==> src/dhi_pkg.sv <==
// Purpose: Shared constants and types for the display host port
// Assumes: One 250 MHz core clock, all pins sampled through two flops
// Notes:   Strap codes give the first strap before the second
package dhi_pkg;

    // Host interface modes chosen by the two straps
    typedef enum logic [1:0] {
        DHI_M6800,
        DHI_M8080,
        DHI_MSPI,
        DHI_MI2C
    } dhi_mode_t;

    // Strap codes {mode_strap_a, mode_strap_b}
    localparam logic [1:0] DHI_STRAP_6800 = 2'h1;
    localparam logic [1:0] DHI_STRAP_8080 = 2'h3;
    localparam logic [1:0] DHI_STRAP_SPI  = 2'h0;
    localparam logic [1:0] DHI_STRAP_I2C  = 2'h2;

    // Upper six bits of the I2C slave address; value is arbitrary
    localparam logic [5:0] DHI_I2C_ADDR_HI = 6'h2A;

    // Bit positions on the host bus in serial modes
    localparam int DHI_BIT_SCK  = 0;
    localparam int DHI_BIT_SDI  = 1;
    localparam int DHI_BIT_SDO  = 2;

    // I2C control byte fields
    localparam int DHI_CTL_CONT = 7;
    localparam int DHI_CTL_DC   = 6;

    // Bits in a received byte and reset values
    localparam logic [3:0] DHI_BITS_PER_BYTE = 4'h8;
    localparam logic [7:0] DHI_BUS_RST       = 8'h00;

endpackage : dhi_pkg

==> src/dhi_ser_if.sv <==
// Purpose: Carrier between the port top and the serial byte receiver
// Assumes: All inputs already synchronised to core_clk_in
// Notes:   ctrl modport is the top, rx modport is the receiver
`timescale 1ns/1ps
`default_nettype none
interface dhi_ser_if;
    logic       sck;         // Serial clock level
    logic       sdi;         // Serial data level
    logic       sel;         // Chip selected and not in init
    logic       spi_mode;    // Clocked serial mode
    logic       i2c_mode;    // Two-wire mode
    logic       dc;          // Data/command qualifier level
    logic       byte_valid;  // One-cycle pulse: byte received
    logic [7:0] byte_data;   // Received byte
    logic       byte_is_data;// High for display data
    logic       sda_low;     // Pull SDA low (acknowledge)

    modport ctrl (output sck, sdi, sel, spi_mode, i2c_mode, dc,
                  input  byte_valid, byte_data, byte_is_data, sda_low);
    modport rx   (input  sck, sdi, sel, spi_mode, i2c_mode, dc,
                  output byte_valid, byte_data, byte_is_data, sda_low);
endinterface : dhi_ser_if
`default_nettype wire

==> src/dhi_ser_rx.sv <==
// Purpose: Byte receiver for clocked serial and I2C host modes
// Assumes: Inputs synchronised; serial clock far below core clock
// Notes:   Write-only; I2C reads are not acknowledged
`timescale 1ns/1ps
`default_nettype none
module dhi_ser_rx
    import dhi_pkg::*;
(
    // Clock and reset
    input  wire logic core_clk_in,
    input  wire logic sys_rst_in,
    // Link to the port top
    dhi_ser_if.rx     ser
);

    typedef enum {DHI_IDLE, DHI_ADDR, DHI_CTRL, DHI_DATA} dhi_i2c_st_t;

    dhi_i2c_st_t st, next_st;
    logic [7:0]  shreg, next_shreg;
    logic [3:0]  cnt, next_cnt;
    logic        sck_q, sdi_q, next_sck_q, next_sdi_q;
    logic        acking, next_acking;
    logic        cont, next_cont;
    logic        i2c_dc, next_i2c_dc;
    logic        valid, next_valid;
    logic [7:0]  data, next_data;
    logic        is_data, next_is_data;

    logic rise, fall, start_c, stop_c;

    ////////////////////////////////////////////////////////////////////
    // Edge and bus condition detection on already-synced levels
    assign rise    = ser.sck & ~sck_q;
    assign fall    = ~ser.sck & sck_q;
    assign start_c = ser.i2c_mode & ser.sck & sck_q & sdi_q & ~ser.sdi;
    assign stop_c  = ser.i2c_mode & ser.sck & sck_q & ~sdi_q & ser.sdi;

    // Next-state logic for both serial flavours
    always_comb begin
        next_st      = st;
        next_shreg   = shreg;
        next_cnt     = cnt;
        next_sck_q   = ser.sck;
        next_sdi_q   = ser.sdi;
        next_acking  = acking;
        next_cont    = cont;
        next_i2c_dc  = i2c_dc;
        next_valid   = 1'b0;
        next_data    = data;
        next_is_data = is_data;
        if (!ser.sel) begin
            next_st     = DHI_IDLE;
            next_cnt    = 4'h0;
            next_acking = 1'b0;
        end else if (ser.spi_mode) begin
            // Clock in MSB first on rising edges of bit 0
            if (rise) begin
                next_shreg = {shreg[6:0], ser.sdi};
                if (cnt == DHI_BITS_PER_BYTE - 4'h1) begin
                    next_cnt     = 4'h0;
                    next_valid   = 1'b1;
                    next_data    = {shreg[6:0], ser.sdi};
                    next_is_data = ser.dc;
                end else begin
                    next_cnt = cnt + 4'h1;
                end
            end
        end else if (ser.i2c_mode) begin
            if (start_c) begin
                next_st     = DHI_ADDR;
                next_cnt    = 4'h0;
                next_acking = 1'b0;
            end else if (stop_c) begin
                next_st     = DHI_IDLE;
                next_acking = 1'b0;
            end else if (rise && cnt < DHI_BITS_PER_BYTE && st != DHI_IDLE) begin
                next_shreg = {shreg[6:0], ser.sdi};
                next_cnt   = cnt + 4'h1;
            end else if (fall && acking) begin
                // Release SDA after the acknowledge clock
                next_acking = 1'b0;
                next_cnt    = 4'h0;
            end else if (fall && cnt == DHI_BITS_PER_BYTE) begin
                next_acking = 1'b1;
                unique case (st)
                    DHI_ADDR: begin
                        // Address low bit comes from the qualifier pin
                        if (shreg == {DHI_I2C_ADDR_HI, ser.dc, 1'b0}) begin
                            next_st = DHI_CTRL;
                        end else begin
                            next_st     = DHI_IDLE;
                            next_acking = 1'b0;
                        end
                    end
                    DHI_CTRL: begin
                        next_cont   = shreg[DHI_CTL_CONT];
                        next_i2c_dc = shreg[DHI_CTL_DC];
                        next_st     = DHI_DATA;
                    end
                    DHI_DATA: begin
                        next_valid   = 1'b1;
                        next_data    = shreg;
                        next_is_data = i2c_dc;
                        next_st      = cont ? DHI_CTRL : DHI_DATA;
                    end
                    DHI_IDLE: begin
                        next_acking = 1'b0;
                    end
                endcase
            end
        end
    end

    // Register stage
    always_ff @(posedge core_clk_in) begin
        if (sys_rst_in) begin
            st      <= DHI_IDLE;
            shreg   <= DHI_BUS_RST;
            cnt     <= 4'h0;
            sck_q   <= 1'b0;
            sdi_q   <= 1'b1;
            acking  <= 1'b0;
            cont    <= 1'b0;
            i2c_dc  <= 1'b0;
            valid   <= 1'b0;
            data    <= DHI_BUS_RST;
            is_data <= 1'b0;
        end else begin
            st      <= next_st;
            shreg   <= next_shreg;
            cnt     <= next_cnt;
            sck_q   <= next_sck_q;
            sdi_q   <= next_sdi_q;
            acking  <= next_acking;
            cont    <= next_cont;
            i2c_dc  <= next_i2c_dc;
            valid   <= next_valid;
            data    <= next_data;
            is_data <= next_is_data;
        end
    end

    assign ser.byte_valid   = valid;
    assign ser.byte_data    = data;
    assign ser.byte_is_data = is_data;
    assign ser.sda_low      = acking;

endmodule : dhi_ser_rx
`default_nettype wire

==> src/dhi_host_port.sv <==
// Purpose: Host-facing port of a display controller, four bus modes
// Assumes: Host pins asynchronous; core_clk_in well above pin rates
// Notes:   Mode straps latched only while the reset pin is low
//
// Summary of operation
// - Chip select active low gates all activity.
// - Reset pin low runs initialisation; host holds high.
// - Qualifier high means data, low means command.
// - In I2C, qualifier sets slave address bit.
// - 8080 direction pin is low write strobe.
// - 6800 enable high with select starts cycle.
// - 8080 read strobe low with select reads.
// - Serial: bit0 clock, bit1 data, bit2 open.
// - I2C: bits 2,1 form SDA, bit0 SCL.
// - Parallel modes use 8-bit two-way bus.
`timescale 1ns/1ps
`default_nettype none
module dhi_host_port
    import dhi_pkg::*;
(
    // Clock and reset
    input  wire logic       core_clk_in,
    input  wire logic       sys_rst_in,
    // Host pins
    input  wire logic       mode_strap_a_in,
    input  wire logic       mode_strap_b_in,
    input  wire logic       chip_sel_n_in,
    input  wire logic       reset_n_in,
    input  wire logic       data_cmd_in,
    input  wire logic       dir_wr_n_in,
    input  wire logic       en_rd_n_in,
    input  wire logic [7:0] host_bus_in,
    output var  logic [7:0] host_bus_out,
    output var  logic [7:0] host_bus_oe_out,
    // Core side
    input  wire logic [7:0] rd_data_in,
    output var  logic       rd_req_out,
    output var  logic       wr_valid_out,
    output var  logic [7:0] wr_data_out,
    output var  logic       wr_is_data_out,
    output var  logic       init_out,
    output var  logic [1:0] mode_out
);

    localparam int SYNC_W = 15;

    logic [SYNC_W-1:0] sync1, sync2;
    logic              s_stra, s_strb, s_cs_n, s_rst_n, s_dc, s_dir, s_en;
    logic [7:0]        s_bus;

    dhi_mode_t  mode, next_mode;
    logic       init, next_init;
    logic       wr_act_q, next_wr_act_q;
    logic       rd_act_q, next_rd_act_q;
    logic [7:0] bus_hold, next_bus_hold;
    logic       dc_hold, next_dc_hold;
    logic       wr_valid, next_wr_valid;
    logic [7:0] wr_data, next_wr_data;
    logic       wr_is_data, next_wr_is_data;
    logic       rd_req, next_rd_req;
    logic [7:0] bus_out, next_bus_out;
    logic [7:0] bus_oe, next_bus_oe;

    logic sel, par_mode, wr_act, rd_act;

    dhi_ser_if ser ();

    ////////////////////////////////////////////////////////////////////
    // Two-flop synchronisers on every host pin
    always_ff @(posedge core_clk_in) begin
        if (sys_rst_in) begin
            sync1 <= 15'h0000;
            sync2 <= 15'h0000;
        end else begin
            sync1 <= {mode_strap_a_in, mode_strap_b_in, chip_sel_n_in, reset_n_in,
                      data_cmd_in, dir_wr_n_in, en_rd_n_in, host_bus_in};
            sync2 <= sync1;
        end
    end

    assign {s_stra, s_strb, s_cs_n, s_rst_n, s_dc, s_dir, s_en, s_bus} = sync2;

    ////////////////////////////////////////////////////////////////////
    // Cycle qualification per mode
    assign sel      = ~s_cs_n & ~init;
    assign par_mode = (mode == DHI_M6800) || (mode == DHI_M8080);
    always_comb begin
        wr_act = 1'b0;
        rd_act = 1'b0;
        if (mode == DHI_M6800) begin
            wr_act = sel & s_en & ~s_dir;
            rd_act = sel & s_en & s_dir;
        end else if (mode == DHI_M8080) begin
            wr_act = sel & ~s_dir;
            rd_act = sel & ~s_en & s_dir;
        end
    end

    // Serial receiver hookup; enable pin unused there by design
    assign ser.sck      = s_bus[DHI_BIT_SCK];
    assign ser.sdi      = s_bus[DHI_BIT_SDI];
    assign ser.sel      = sel;
    assign ser.spi_mode = (mode == DHI_MSPI);
    assign ser.i2c_mode = (mode == DHI_MI2C);
    assign ser.dc       = s_dc;

    dhi_ser_rx u_ser_rx (
        .core_clk_in (core_clk_in),
        .sys_rst_in  (sys_rst_in),
        .ser         (ser)
    );

    ////////////////////////////////////////////////////////////////////
    // Next-state logic for mode, parallel cycles and outputs
    always_comb begin
        next_mode       = mode;
        next_init       = ~s_rst_n;
        next_wr_act_q   = wr_act;
        next_rd_act_q   = rd_act;
        next_bus_hold   = bus_hold;
        next_dc_hold    = dc_hold;
        next_wr_valid   = 1'b0;
        next_wr_data    = wr_data;
        next_wr_is_data = wr_is_data;
        next_rd_req     = 1'b0;
        next_bus_out    = DHI_BUS_RST;
        next_bus_oe     = DHI_BUS_RST;
        if (init) begin
            // Straps assumed static, so latch only during init
            unique case ({s_stra, s_strb})
                DHI_STRAP_6800: next_mode = DHI_M6800;
                DHI_STRAP_8080: next_mode = DHI_M8080;
                DHI_STRAP_SPI:  next_mode = DHI_MSPI;
                DHI_STRAP_I2C:  next_mode = DHI_MI2C;
            endcase
            next_wr_act_q = 1'b0;
            next_rd_act_q = 1'b0;
        end else if (par_mode) begin
            // Track bus while strobe active; commit on trailing edge
            if (wr_act) begin
                next_bus_hold = s_bus;
                next_dc_hold  = s_dc;
            end
            if (wr_act_q && !wr_act) begin
                next_wr_valid   = 1'b1;
                next_wr_data    = bus_hold;
                next_wr_is_data = dc_hold;
            end
            if (rd_act) begin
                next_bus_out = rd_data_in;
                next_bus_oe  = 8'hFF;
            end
            next_rd_req = rd_act & ~rd_act_q;
        end else begin
            if (ser.byte_valid) begin
                next_wr_valid   = 1'b1;
                next_wr_data    = ser.byte_data;
                next_wr_is_data = ser.byte_is_data;
            end
            // Open drain: only ever pull SDA low
            next_bus_oe[DHI_BIT_SDO] = ser.sda_low;
        end
    end

    // Register stage; every output comes from here
    always_ff @(posedge core_clk_in) begin
        if (sys_rst_in) begin
            mode       <= DHI_M6800;
            init       <= 1'b1;
            wr_act_q   <= 1'b0;
            rd_act_q   <= 1'b0;
            bus_hold   <= DHI_BUS_RST;
            dc_hold    <= 1'b0;
            wr_valid   <= 1'b0;
            wr_data    <= DHI_BUS_RST;
            wr_is_data <= 1'b0;
            rd_req     <= 1'b0;
            bus_out    <= DHI_BUS_RST;
            bus_oe     <= DHI_BUS_RST;
        end else begin
            mode       <= next_mode;
            init       <= next_init;
            wr_act_q   <= next_wr_act_q;
            rd_act_q   <= next_rd_act_q;
            bus_hold   <= next_bus_hold;
            dc_hold    <= next_dc_hold;
            wr_valid   <= next_wr_valid;
            wr_data    <= next_wr_data;
            wr_is_data <= next_wr_is_data;
            rd_req     <= next_rd_req;
            bus_out    <= next_bus_out;
            bus_oe     <= next_bus_oe;
        end
    end

    assign host_bus_out    = bus_out;
    assign host_bus_oe_out = bus_oe;
    assign rd_req_out      = rd_req;
    assign wr_valid_out    = wr_valid;
    assign wr_data_out     = wr_data;
    assign wr_is_data_out  = wr_is_data;
    assign init_out        = init;
    assign mode_out        = mode;

endmodule : dhi_host_port
`default_nettype wire

==> config.mk <==
export PLATFORM = sky130hd
export DESIGN_NAME = dhi_host_port
export DESIGN_NICKNAME = d
export VERILOG_FILES = /design/src/dhi_pkg.sv /design/src/dhi_ser_if.sv /design/src/dhi_ser_rx.sv /design/src/dhi_host_port.sv
export SDC_FILE = /design/constraint.sdc
export NUM_CORES = 1
export LEC_CHECK = 0
export BUFFER_PORTS_ARGS = -buffer_cell sky130_fd_sc_hd__buf_2
export CAP_MARGIN = 20
export CORE_ASPECT_RATIO = 0.7
export CORE_MARGIN = 10
export CORE_UTILIZATION = 43
export CTS_CLUSTER_DIAMETER = 50
export CTS_CLUSTER_SIZE = 25
export DETAILED_ROUTE_END_ITERATION = 10
export PLACE_DENSITY = 0.74
export SYNTH_ARGS = -nofsm -noshare
export SYNTH_HDL_FRONTEND = slang
export SYNTH_HIERARCHICAL = 1
export SYNTH_SLANG_ARGS = --single-unit
==> constraint.sdc <==
create_clock -name core_clk_in -period 2.6 [get_ports core_clk_in]
set_input_delay 0.26 -clock core_clk_in [delete_from_list [all_inputs] [get_ports core_clk_in]]
set_output_delay 0.26 -clock core_clk_in [all_outputs]
set_load 0.1 [all_outputs]
==> out/qor.json <==
{
  "synthesis": {
    "synth_register_bits": 94,
    "postSynthAreaPerCell_um2": 10.2,
    "yosysMostFrequentCell": "dfxtp_1",
    "yosysSeqAreaShare": 0.514,
    "synth_edf_count": 0,
    "ys_warn_count": 6,
    "ys_dominant_reg_cell": "dfxtp_1",
    "synthCells": 358,
    "post_synth_main_area_contributors": "dfxtp_1, mux2i_1, nor2b_1",
    "synth.distinct_cells": 56,
    "synthesis.area_um2": 3660,
    "yosys_top_cell_by_area": "dfxtp_1",
    "synth_top_area_frac": 0.514,
    "synth.net_count": 385,
    "synth-async-reset-ratio": 0,
    "synth.top_cells.by_count": "dfxtp_1, nor2b_1, nor2_1, mux2i_1, a211oi_1"
  },
  "global_routing": {
    "first_global_vias": 2542,
    "largest_net_degree_at_the_start_of_global_routing": 37,
    "antenna_found_initial": 0,
    "grt_first_pass_wirelength_um": 12300,
    "global_route.usage.total": 0.121,
    "grt_overflow": 0
  },
  "floorplan": {
    "boundaryPins": 55,
    "die-height_um": 97.2,
    "floorplan.rows": 28,
    "start_util": 0.437,
    "die_width_um": 130,
    "die_area_um2": 12700,
    "core_area_um2": 8370
  },
  "clocking": {
    "clock-root-buffer": "clkbuf_16",
    "cts_inserted_buffers": 9,
    "cts_setup_buffers": 0,
    "clock_tree.htree_level_count": 3,
    "clk_pin_slew_worst_paths_ns": 0.06,
    "worst_skew_pair.late_latency_ns": 0.35,
    "cts_hold_buf": 0,
    "cts_max_path_buffers": 2,
    "ctsResizeCount": 0,
    "clock_sink_count": 94,
    "tritoncts": "built"
  },
  "critical_path": {
    "critical_path_data_required_time_ns": 2.85,
    "critPathLaunchType": "register",
    "critical_path_peak_fanout": 25,
    "r2r_setup_slack_ns": 0.31,
    "rr_worst_depth": 7,
    "critPathKind": "register to register",
    "crit_arrival_ns": 2.54,
    "endpoint_kind": "register"
  },
  "job": {
    "cap_violations": 0
  },
  "final_layout": {
    "area_growth_pct": 17.8,
    "num_antenna_cells": 0,
    "stdcell_count": 518,
    "design.final.nets": 435,
    "drive_above_1_share": 0.232,
    "final_design_area_no_fill_um2": 4310
  },
  "sta": {
    "max_slew.worst_pin.slew_ns": 0.693,
    "slew_violations": 0,
    "layout_min_cycle_time_ns": 2.29,
    "setup_viol_count_final": 0,
    "setup_ws_ns": 0.305,
    "period_share": 0.883,
    "max_slew_margin": 0.538,
    "grt_setup_unrepaired": "false",
    "finalHoldViolCount": 0,
    "final.setup.tns_ns": 0,
    "fin_worst_skew_ns": 0.00613,
    "fmax_mhz": 436
  },
  "placed_design": {
    "detailed_place_hpwl_um": 5440,
    "dpl_cell_area_um2": 3990,
    "routabilityCongestion": 0.871,
    "place_ws_ns": 0.349,
    "post_placement_cell_count": 502,
    "numPortBuffers": 54
  },
  "outcome": {
    "run_status": "finished clean"
  },
  "pwr": {
    "p_leak_nw": 1.69,
    "power.density_nw_per_um2": 695,
    "p_total_mw": 3.00,
    "ir_worst_vdd_v": 0.000555
  },
  "routing": {
    "dr_total_vias": 2602,
    "drc_violations_left": 0,
    "totalWireLength_um": 7450,
    "postRouteAntennaNets": 0,
    "via_to_cell_ratio": 5.02,
    "wire_per_inst_um": 14.4,
    "dr.first_iter.drc_count": 224,
    "drt_pre_antenna_iters": 4
  },
  "worst_hold_path": {
    "worstHoldPathCells": 2,
    "worstHoldPathType": "primary input to register"
  }
}
## final cells by class
type,count,area (um^2)
Sequential cell,94,1890
Multi-Input combinational cell,226,1580
Clock buffer,9,225
Tap cell,105,131
Timing Repair Buffer,62,330
Inverter,15,56.3
Fill cell,765,4060
Clock inverter,7,95.1
## report_power, final
group	switching (mW)	internal (mW)	leakage (nW)
Combinational	0.0621	0.0427	0.765
Sequential	0.0209	1.46	0.765
Clock	0.560	0.845	0.156
Total	0.643	2.35	1.69
## layer usage
metal | part of all wire | routed length [um] | global-route usage
met4 | 0.016 | 118 | 0.0509
met5 | 0 | 0 | 0
met1 | 0.47 | 3540 | 0.151
met2 | 0.45 | 3340 | 0.178
met3 | 0.061 | 458 | 0.0518
## cells by family (layout without fill, tap and decap cells)
family,count (synthesis),count (layout),share of synthesized area
AND/OR/NAND/NOR,136,136,0.214
flip-flops,94,94,0.514
AO/OA/AOI/OAI,55,55,0.123
buffers and inverters,38,93,0.0527
multiplexers,30,30,0.0821
XOR/XNOR,3,3,0.00718
adder cells (fa/ha/maj),2,2,0.00684
## flip-flops by register name (all words and copies together), names as in the netlist, 2 cells and up
| name | cells |
|---|---|
| sync1 | 15 |
| sync2 | 15 |
| bus_hold | 8 |
| host_bus_out | 8 |
| u_ser_rx/ser.byte_data | 8 |
| u_ser_rx/shreg | 8 |
| wr_data_out | 8 |
| u_ser_rx/cnt | 4 |
| host_bus_oe_out | 2 |
| mode_out | 2 |
| u_ser_rx/st | 2 |
## metrics by stage
stage                util  hold slack [ns]
global route        0.515            0.112
floorplan               -            0.332
finish              0.515            0.112
detailed placement  0.476            0.361
global placement    0.476            0.361
CTS                 0.515            0.102
## final timing paths
check	from	end
worst max-delay path	mode_out[1]	u_ser_rx/ser.byte_data[2]
worst min-delay path	rd_data_in[1]	host_bus_out[1]
worst max register to register	mode_out[1]	u_ser_rx/ser.byte_data[2]
worst min register to register	rd_act_q	rd_req_out
## cell usage in the layout, fill, tap and decap left out, types with 5 or more instances in the layout
master	netlist	final
a211oi_1	18	18
a221oi_1	9	9
and2_1	11	11
buf_2	1	54
buf_4	7	8
clkbuf_16	0	9
dfxtp_1	94	92
inv_1	15	15
mux2i_1	30	30
nand2_1	7	7
nand3_1	5	5
nor2_1	39	39
nor2b_1	46	46
o21ai_0	10	10
## critical path: stages (launching register included)
cell and delay (ns):
dfxtp_4 0.49, nor2b_1 0.46, and4b_1 0.34, inv_1 0.09
a221oi_4 0.25, buf_4 0.26, nor2_1 0.06, a211oi_1 0.23
Power figures use the tool's default switching activity.
